[src/verilog/flash_self_write_map.vh]
// Constants for the flash self-write control block.
`ifndef FLASH_SELF_WRITE_MAP_VH
`define FLASH_SELF_WRITE_MAP_VH
`define MODE_CTRL_ADDR   16'hFF89
`define MODE_CTRL_RESET  8'h08
`define MODE_SELECT_BIT  0
`define VOLT_STATUS_BIT  2
`define MODE_FIXED_MASK  8'hFA
`define FN_INIT          8'h00
`define FN_SET_PARAMS    8'h01
`define FN_READ_INFO     8'h02
`define FN_BLANK_CHECK   8'h10
`define FN_PREWRITE      8'h20
`define FN_ERASE         8'h30
`define FN_WRITEBACK     8'h40
`define FN_BYTE_WRITE    8'h50
`define FN_VERIFY        8'h60
`define ST_OK            8'h00
`define ST_PARAM_ERR     8'h80
`define ST_VERIFY_ERR    8'h10
`define ST_WRITE_ERR     8'h08
`define ST_ERASE_ERR     8'h04
`define ST_BLANK_ERR     8'h02
`define PB_START_LO      5'h02
`define PB_START_HI      5'h03
`define PB_COUNT         5'h06
`define PB_WRITE_TIME    5'h07
`define PB_ERASE_T0      5'h08
`define PB_ERASE_T1      5'h09
`define PB_ERASE_T2      5'h0A
`define PB_WB_T0         5'h0B
`define PB_BUF_LO        5'h0E
`define PB_BUF_HI        5'h0F
`define PB_TOTALS_LO     5'h10
`define PB_TOTALS_HI     5'h11
`define WT_STEP          8'h20
`define WT_MAX           8'hA0
`define BLANK_BYTE       8'hFF
`define PREWRITE_BYTE    8'h00
`endif

[src/verilog/flash_self_write_control.v]
// Flash self-write controller: mode register, service decoder and sequencer.
`timescale 1ns/1ps
`default_nettype none
`include "flash_self_write_map.vh"
// How it works
// - Reset loads the mode control register with 08H, normal mode.
// - Mode register accepts single-bit and whole-byte writes.
// - Bit 2 is read-only and follows the voltage pin continuously.
// - Bit 2 reads 1 when programming voltage present, 0 when absent.
// - Service calls use bank 3: status, function number, block address.
// - Status bits: 7 param, 4 verify, 3 write, 2 erase, 1 blank.
// - Parameter block fields sit at their fixed byte offsets.
// - Function numbers 00H to 60H select the nine services.
// - Byte write copies up to 256 buffer bytes into flash.
// - Set parameters returns 00H normal or 80H on bad times.
// - Byte write advances start address; count 0 means 256.
module flash_self_write_control #(
  parameter FLASH_AW  = 16,
  parameter WAIT_SCALE = 16'h0001,
  parameter [7:0] INFO_CODE = 8'h5A  // Arbitrary identification value.
) (
  input  wire                sys_clk,
  input  wire                rstn,
  input  wire                sfrWr,
  input  wire                sfrBitWr,
  input  wire [2:0]          sfrBit,
  input  wire [15:0]         sfrAddr,
  input  wire [7:0]          sfrWdata,
  output reg  [7:0]          sfrRdata,
  input  wire                vppPin,
  input  wire                pbWr,
  input  wire [4:0]          pbIdx,
  input  wire [7:0]          pbWdata,
  input  wire                bufWr,
  input  wire [7:0]          bufIdx,
  input  wire [7:0]          bufWdata,
  input  wire                callStart,
  input  wire [7:0]          funcNum,
  output reg                 callBusy,
  output reg                 callDone,
  output reg  [7:0]          statusOut,
  output reg  [7:0]          infoOut,
  output reg  [15:0]         startAddrOut,
  output reg                 flashWr,
  output reg  [FLASH_AW-1:0] flashAddr,
  output reg  [7:0]          flashWdata,
  input  wire [7:0]          flashRdata
);
  // ---------------------------------------------------------------
  // State codes
  // ---------------------------------------------------------------
  localparam S_IDLE    = 4'd0;
  localparam S_LOAD    = 4'd1;
  localparam S_RUN     = 4'd2;
  localparam S_WAIT    = 4'd3;
  localparam S_CHECK   = 4'd4;
  localparam S_DONE    = 4'd5;
  localparam S_SETTLE  = 4'd6;
  localparam S_BACK_LO = 4'd7;
  localparam S_BACK_HI = 4'd8;

  reg  [3:0]  state_reg;
  reg  [7:0]  fn_reg;
  reg  [7:0]  status_reg;
  reg  [8:0]  left_reg;
  reg  [7:0]  bufPtr_reg;
  reg  [15:0] addr_reg;
  reg  [7:0]  writeTime_reg;
  reg  [23:0] eraseTime_reg;
  reg  [15:0] wait_reg;
  reg  [4:0]  rdIdx_reg;
  reg  [7:0]  wbuf_reg [0:255];
  reg         vppMeta_reg;
  reg         vppSync_reg;
  reg         envReady_reg;
  wire [7:0]  modeView;
  wire [7:0]  pbData;
  wire        modeWr;
  wire        selfWrite;
  wire        progOk;
  wire        isWriteFn;
  wire        mapped;
  wire        backLo;
  wire        backHi;
  wire        pbWrEn;
  wire [4:0]  pbWrIdx;
  wire [7:0]  pbWrData;
  integer     k;

  // ---------------------------------------------------------------
  // Pin synchroniser and mode register
  // ---------------------------------------------------------------
  // The voltage pin passes two flops before any logic reads it.
  always @(posedge sys_clk or negedge rstn) begin
    if (!rstn) begin
      vppMeta_reg <= 1'b0;
      vppSync_reg <= 1'b0;
    end else begin
      vppMeta_reg <= vppPin;
      vppSync_reg <= vppMeta_reg;
    end
  end

  assign mapped = (sfrAddr == `MODE_CTRL_ADDR);
  assign modeWr = sfrWr && mapped;

  mode_ctrl_reg u_mode (
    .sys_clk (sys_clk),
    .rstn    (rstn),
    .wrEn    (modeWr),
    .bitWr   (sfrBitWr),
    .bitSel  (sfrBit),
    .wrData  (sfrWdata),
    .vppHigh (vppSync_reg),
    .modeReg (modeView)
  );

  // Read data is registered; unmapped addresses read zero.
  always @(posedge sys_clk or negedge rstn) begin
    if (!rstn) begin
      sfrRdata <= 8'h00;
    end else begin
      sfrRdata <= mapped ? modeView : 8'h00;
    end
  end

  assign selfWrite = modeView[`MODE_SELECT_BIT];
  assign progOk    = selfWrite && modeView[`VOLT_STATUS_BIT];
  assign isWriteFn = (fn_reg == `FN_PREWRITE) || (fn_reg == `FN_ERASE) ||
                     (fn_reg == `FN_WRITEBACK) || (fn_reg == `FN_BYTE_WRITE);

  // ---------------------------------------------------------------
  // Parameter block and write buffer
  // ---------------------------------------------------------------
  // After a byte write the sequencer owns the block's write port for two cycles,
  // so the next call starts where this one stopped.
  assign backLo   = (state_reg == S_BACK_LO);
  assign backHi   = (state_reg == S_BACK_HI);
  assign pbWrEn   = pbWr || backLo || backHi;
  assign pbWrIdx  = backLo ? `PB_START_LO : (backHi ? `PB_START_HI : pbIdx);
  assign pbWrData = backLo ? addr_reg[7:0] : (backHi ? addr_reg[15:8] : pbWdata);

  param_block #(.DEPTH(32)) u_pb (
    .sys_clk (sys_clk),
    .rstn    (rstn),
    .wrEn    (pbWrEn),
    .wrIdx   (pbWrIdx),
    .wrData  (pbWrData),
    .rdIdx   (rdIdx_reg),
    .rdData  (pbData)
  );

  // The write buffer is loaded by the CPU before a byte write call.
  always @(posedge sys_clk) begin
    if (bufWr) begin
      wbuf_reg[bufIdx] <= bufWdata;
    end
  end

  // ---------------------------------------------------------------
  // Service sequencer
  // ---------------------------------------------------------------
  // One call runs at a time: load fields, operate, report status.
  always @(posedge sys_clk or negedge rstn) begin
    if (!rstn) begin
      state_reg     <= S_IDLE;
      fn_reg        <= `FN_INIT;
      status_reg    <= `ST_OK;
      left_reg      <= 9'd0;
      bufPtr_reg    <= 8'h00;
      addr_reg      <= 16'h0000;
      writeTime_reg <= 8'h00;
      eraseTime_reg <= 24'h000000;
      wait_reg      <= 16'h0000;
      rdIdx_reg     <= 5'h00;
      envReady_reg  <= 1'b0;
      callBusy      <= 1'b0;
      callDone      <= 1'b0;
      statusOut     <= `ST_OK;
      infoOut       <= 8'h00;
      startAddrOut  <= 16'h0000;
      flashWr       <= 1'b0;
      flashAddr     <= {FLASH_AW{1'b0}};
      flashWdata    <= 8'h00;
    end else begin
      callDone <= 1'b0;
      flashWr  <= 1'b0;
      case (state_reg)
        S_IDLE: begin
          if (callStart) begin
            fn_reg     <= funcNum;
            status_reg <= `ST_OK;
            callBusy   <= 1'b1;
            rdIdx_reg  <= `PB_START_LO;
            state_reg  <= S_LOAD;
          end
        end
        S_LOAD: begin
          // Walk offsets 2..10 and 14..15, one byte per cycle.
          case (rdIdx_reg)
            `PB_START_LO:   addr_reg[7:0]        <= pbData;
            `PB_START_HI:   addr_reg[15:8]       <= pbData;
            `PB_COUNT:      left_reg  <= (pbData == 8'h00) ? 9'd256 : {1'b0, pbData};
            `PB_WRITE_TIME: writeTime_reg        <= pbData;
            `PB_ERASE_T0:   eraseTime_reg[7:0]   <= pbData;
            `PB_ERASE_T1:   eraseTime_reg[15:8]  <= pbData;
            `PB_ERASE_T2:   eraseTime_reg[23:16] <= pbData;
            `PB_BUF_LO:     bufPtr_reg           <= pbData;
            default:        rdIdx_reg            <= rdIdx_reg;
          endcase
          if (rdIdx_reg == `PB_BUF_HI) begin
            state_reg <= S_RUN;
          end else if (rdIdx_reg == `PB_ERASE_T2) begin
            rdIdx_reg <= `PB_BUF_LO;
          end else begin
            rdIdx_reg <= rdIdx_reg + 5'd1;
          end
        end
        S_RUN: begin
          state_reg <= S_DONE;
          if (isWriteFn && !progOk) begin
            status_reg <= (fn_reg == `FN_ERASE) ? `ST_ERASE_ERR : `ST_WRITE_ERR;
          end else begin
            case (fn_reg)
              `FN_INIT: envReady_reg <= 1'b1;
              `FN_SET_PARAMS: begin
                // Write time must be a nonzero multiple of 20H up to A0H.
                if (writeTime_reg == 8'h00 || writeTime_reg > `WT_MAX ||
                    writeTime_reg[4:0] != 5'h00 || eraseTime_reg == 24'h0) begin
                  status_reg <= `ST_PARAM_ERR;
                end
              end
              `FN_READ_INFO: infoOut <= INFO_CODE;
              `FN_BLANK_CHECK, `FN_VERIFY, `FN_ERASE, `FN_WRITEBACK,
              `FN_PREWRITE, `FN_BYTE_WRITE: begin
                if (!envReady_reg) begin
                  status_reg <= `ST_PARAM_ERR;
                end else begin
                  if (fn_reg != `FN_BYTE_WRITE) begin
                    left_reg <= 9'd1;
                  end
                  wait_reg  <= WAIT_SCALE;
                  state_reg <= S_WAIT;
                end
              end
              default: status_reg <= `ST_PARAM_ERR;
            endcase
          end
        end
        S_WAIT: begin
          // Stand-in for the array's program or erase time.
          if (wait_reg <= 16'h0001) begin
            state_reg <= S_SETTLE;
            flashAddr <= addr_reg[FLASH_AW-1:0];
            if (fn_reg == `FN_BYTE_WRITE) begin
              flashWr    <= 1'b1;
              flashWdata <= wbuf_reg[bufPtr_reg];
            end else if (fn_reg == `FN_PREWRITE) begin
              flashWr    <= 1'b1;
              flashWdata <= `PREWRITE_BYTE;
            end else if (fn_reg == `FN_ERASE) begin
              flashWr    <= 1'b1;
              flashWdata <= `BLANK_BYTE;
            end
          end else begin
            wait_reg <= wait_reg - 16'h0001;
          end
        end
        S_CHECK: begin
          // Compare the array against the expected byte for blank check, verify and erase.
          case (fn_reg)
            `FN_BLANK_CHECK: if (flashRdata != `BLANK_BYTE) status_reg <= `ST_BLANK_ERR;
            `FN_VERIFY:      if (flashRdata != flashWdata) status_reg <= `ST_VERIFY_ERR;
            `FN_ERASE:       if (flashRdata != `BLANK_BYTE) status_reg <= `ST_ERASE_ERR;
            default:         status_reg <= status_reg;
          endcase
          if (fn_reg == `FN_BYTE_WRITE) begin
            addr_reg   <= addr_reg + 16'h0001;
            bufPtr_reg <= bufPtr_reg + 8'h01;
          end
          left_reg <= left_reg - 9'd1;
          if (left_reg <= 9'd1) begin
            state_reg <= (fn_reg == `FN_BYTE_WRITE) ? S_BACK_LO : S_DONE;
          end else begin
            wait_reg  <= WAIT_SCALE;
            state_reg <= S_WAIT;
          end
        end
        S_DONE: begin
          statusOut    <= status_reg;
          startAddrOut <= addr_reg;
          callBusy     <= 1'b0;
          callDone     <= 1'b1;
          state_reg    <= S_IDLE;
        end
        S_SETTLE: begin
          // One cycle lets a write land before the array is read back.
          state_reg <= S_CHECK;
        end
        S_BACK_LO: begin
          // Low byte of the advanced start address goes back to the block.
          state_reg <= S_BACK_HI;
        end
        S_BACK_HI: begin
          state_reg <= S_DONE;
        end
        default: state_reg <= S_IDLE;
      endcase
    end
  end
endmodule
`default_nettype wire

[src/verilog/mode_ctrl_reg.v]
// Flash programming mode control register with live voltage status bit.
`timescale 1ns/1ps
`default_nettype none
`include "flash_self_write_map.vh"
module mode_ctrl_reg (
  input  wire       sys_clk,
  input  wire       rstn,
  input  wire       wrEn,
  input  wire       bitWr,
  input  wire [2:0] bitSel,
  input  wire [7:0] wrData,
  input  wire       vppHigh,
  output reg  [7:0] modeReg
);
  reg  [7:0] store_reg;
  wire [7:0] merged;
  // A bit write changes one bit; a byte write replaces the byte.
  assign merged = bitWr ? ((store_reg & ~(8'h01 << bitSel)) |
                           ({7'h00, wrData[0]} << bitSel)) : wrData;
  // ---------------------------------------------------------------
  // Storage
  // ---------------------------------------------------------------
  // Reset loads normal mode; the stored copy of bit 2 is never read back.
  always @(posedge sys_clk or negedge rstn) begin
    if (!rstn) begin
      store_reg <= `MODE_CTRL_RESET;
    end else if (wrEn) begin
      store_reg <= merged;
    end
  end
  // Readback view: bit 2 always mirrors the synchronised pin.
  always @* begin
    modeReg = store_reg;
    modeReg[`VOLT_STATUS_BIT] = vppHigh;
  end
endmodule
`default_nettype wire

[src/verilog/param_block.v]
// Thirty-two byte parameter block storage with one write and one read port.
`timescale 1ns/1ps
`default_nettype none
module param_block #(
  parameter DEPTH = 32
) (
  input  wire       sys_clk,
  input  wire       rstn,
  input  wire       wrEn,
  input  wire [4:0] wrIdx,
  input  wire [7:0] wrData,
  input  wire [4:0] rdIdx,
  output wire [7:0] rdData
);
  reg [7:0] mem_reg [0:DEPTH-1];
  genvar i;
  // Each entry clears at reset and loads on an indexed write.
  generate
    for (i = 0; i < DEPTH; i = i + 1) begin : g_ent
      always @(posedge sys_clk or negedge rstn) begin
        if (!rstn) begin
          mem_reg[i] <= 8'h00;
        end else if (wrEn && (wrIdx == i)) begin
          mem_reg[i] <= wrData;
        end
      end
    end
  endgenerate
  assign rdData = mem_reg[rdIdx];
endmodule
`default_nettype wire

[config.mk]
export PLATFORM = sky130hd
export DESIGN_NAME = flash_self_write_control
export DESIGN_NICKNAME = d
export VERILOG_FILES = /design/src/verilog/flash_self_write_control.v /design/src/verilog/mode_ctrl_reg.v /design/src/verilog/param_block.v
export VERILOG_INCLUDE_DIRS = /design/src /design/src/verilog
export SDC_FILE = /design/constraint.sdc
export NUM_CORES = 2
export LEC_CHECK = 0
export BUFFER_PORTS_ARGS = -buffer_cell sky130_fd_sc_hd__buf_2
export CAP_MARGIN = 20
export CORE_MARGIN = 5
export CORE_UTILIZATION = 60
export DETAILED_ROUTE_END_ITERATION = 16
export HOLD_SLACK_MARGIN = 0.08
export PLACE_DENSITY = 0.76
export SLEW_MARGIN = 0
export SYNTH_ARGS = -nofsm -noshare
export SYNTH_HDL_FRONTEND = slang
export SYNTH_SLANG_ARGS = --single-unit
[constraint.sdc]
create_clock -name sys_clk -period 7.98 [get_ports sys_clk]
set_clock_uncertainty 0.2 [all_clocks]
set_input_delay 1.995 -clock sys_clk [delete_from_list [all_inputs] [get_ports sys_clk]]
set_output_delay 1.995 -clock sys_clk [all_outputs]
set_load 0.01 [all_outputs]
==> results.cfg <==
[global_route]
grt_max_degree = 192
grt_pass1_wl_um = 369000
gr-total-overflow = 0
grtUsageTotal_pct = 29.1
antenna_found_initial = 10
grt_pass1_vias = 53500

[timing]
setup_viol = 0
final_max_slew_viol_count = 0
tns_ps = 0
max_freq_mhz = 207
finalHoldViolations = 0
grt_setup_unrepaired = false
tightest_slew_ps = 1240
worst_slew_margin_rel_pct = 16.9
finalCritPeriodShare_pct = 60.6
period_minus_slack_ps = 4840

[status]
outcome = completed

[yosys]
synth_ff_type = edfxtp_1
synth_seq_area_share_pct = 72.2
synth_warnings = 0
synth_area_leaders = edfxtp_1 62%, mux4_2 12%, dfrtp_1 11%
ys_types = 87
synthCells = 5376
yosys.area.top_type_share_pct = 61.6
async_reset_ff_share_pct = 17.2
synth_seq_cells = 2474
synth_area_leader_cell = edfxtp_1
synth_edf_count = 2048
avgSynthCellArea_um2 = 18.6
syn_area_mm2 = 0.0999

[floorplan]
rows = 149
dieWidth_um = 418
die_h_um = 418
core_mm2 = 0.165
die_area_mm2 = 0.175
start_util_pct = 60.5
boundaryPins = 147

[worst_setup_path]
cp.arrival_ps = 5450
reg2reg_depth = 10
crit_start = bufPtr_reg[3]
critPathCaptureType = flip-flop
slowest_stage = a311oi_1
r2r_setup_slack_ps = 3140
slowest_delay_ps = 850
path_max_fanout = 28
path_class = flip-flop to flip-flop
r2r_end = flashWdata[2]
cp-start-kind = flip-flop
worstPathCellList = buf_4 -> and2_2 -> buf_4 -> nand2_1 -> o21ai_1 -> a2111oi_1 -> buf_2 -> a311oi_1 -> a311oi_1 -> a21oi_1
r2r_start = bufPtr_reg[3]
worstPathRequired_ps = 8590

[cts]
cts_setup_buffers = 0
clkTransAtPathRegs_ps = 60
cts_resized = 0
cts_tree = yes
cts_buffer_depth = 3
numCtsBuffers = 233
cts_sinks = 2474
cts-root-buf = clkbuf_16
holdBufCountCts = 0
cts_max_level = 4
clk-insertion-delay-late_ps = 890

[routing]
route.detailed.drc = 0
via_count = 54300
viasPerCell = 6.86
wl_per_cell_um = 32.0
initialDrtViolationCount = 8247
ant_nets = 0
routed_wirelength_um = 254000
firstDrtPassIters = 7

[cells_and_area]
drive_gt1_share_pct = 25.8
nNetsFinal = 5620
largest_reg_flops = 2048
synthToLayoutAreaGrowth_pct = 10.4
fin_area_mm2 = 0.110

[min_path]
hold_depth = 0
hp-start = vppMeta_reg
hold_class = flip-flop to flip-flop
min_to = vppSync_reg

[placed_design]
dp_hpwl_um = 153000
port_buffers = 138
postPlaceCellArea_mm2 = 0.103
place_congestion = 0.893

[flow_run]
maxCapViolations = 0

[power]
p_per_area_mw_per_mm2 = 339
ir_worst_vdd_v = 0.000344
p_leak_nw = 36.6
## critical path, delay by kind of cell (launching register included)
family,cells,cell delay [ps]
AOI/OAI and AO/OA,5,1740
buffers and inverters,3,1290
and+or+nand+nor,2,790
DFF,1,710
## kinds of logic after synthesis
group,share of synthesized area [%]
simple gates,3.98
flops,72.2
mux,17.8
xor+xnor,0.0965
fa+ha+maj,0.138
buf+inv,1.91
other cells,0.00375
compound gates,3.81
## per-layer routing
metal | up-vias | share of wire [%] | global-route usage (%)
li1 | 21900 | - | -
met3 | 590 | 12 | 8.07
met2 | 3726 | 47 | 44.4
met1 | 28100 | 37 | 40.9
met4 | 6 | 4.2 | 10.7
met5 | - | 0.017 | 0
## final cells by class
type | count | area (um2)
diodes | 6 | 15.0
clock inverters | 126 | 1150
fillers | 10400 | 54900
repair buffers | 254 | 1880
flip-flops and latches | 2474 | 72200
inverters | 22 | 87.6
well taps | 2189 | 2740
clock buffers | 305 | 6230
multi-input cells | 2544 | 26000
## Yosys cell counts, types with 12 or more instances
library cell	count
a22oi_1	76
buf_2	64
and3_1	12
nand4_1	29
mux2_2	335
and2_1	27
edfxtp_1	2048
o22ai_1	32
o211ai_1	13
mux4_2	526
o21ai_0	79
buf_6	26
o31ai_1	12
buf_1	16
nand2b_1	16
o21a_1	12
a211oi_1	28
a31oi_1	25
buf_4	39
o22a_1	13
a221oi_1	19
mux2i_1	212
a2111oi_0	13
nand2_1	214
clkbuf_1	186
inv_1	18
nor2b_1	28
nor3_1	33
o221ai_1	26
o21ai_1	13
a21oi_1	107
nor4_1	13
a22o_1	13
dfrtp_1	425
nand3_1	70
nor2_1	390
## report_power, final
part	switching (mW)	total (mW)	internal [mW]
Clock	4.78	10.7	5.96
Sequential	0.806	15.6	14.8
Combinational	6.56	11.0	4.46
Total	12.2	37.3	25.2
## how the worst max path moves through the flow
stage                                   to  slack, ps
after floorplan           wbuf_reg[237][0]       3970
after detailed placement  wbuf_reg[209][5]       2540
after global placement     wbuf_reg[71][7]       2480
after global routing         flashWdata[2]       3170
after CTS                    flashWdata[3]       3310
final                        flashWdata[2]       3140
## cell usage in the layout (no fill, tap or decap), types with 18 or more instances in the layout
master     synthesis  final
edfxtp_1        2048   2048
mux4_2           526    526
dfrtp_1          425    417
nor2_1           390    386
mux2_2           335    335
clkbuf_16          0    235
nand2_1          214    213
mux2i_1          212    212
buf_2             64    131
a21oi_1          107    107
buf_4             39     91
o21ai_0           79     79
a22oi_1           76     76
nand3_1           70     66
clkbuf_1         186     61
clkinv_1           2     55
clkinv_2           0     38
nor3_1            33     32
o22ai_1           32     32
nand4_1           29     29
a211oi_1          28     28
o221ai_1          26     26
and2_1            27     25
nor2b_1           28     24
a221oi_1          19     19
inv_1             18     18
## stage by stage
step           cells  hold WS, ps  setup WS, ps  util [%]  total power [mW]
2_1_floorplan   5382          131          3970         -              22.7
3_3_place_gp    7473          141          2480      62.2              26.4
3_5_place_dp    7478          137          2540      62.2              26.6
4_1_cts         7909          162          3310      66.7              37.2
5_1_grt         7916          172          3170      66.7              38.5
6_report        7920          155          3140      66.7              37.3
(Power assumes the default switching activity.)
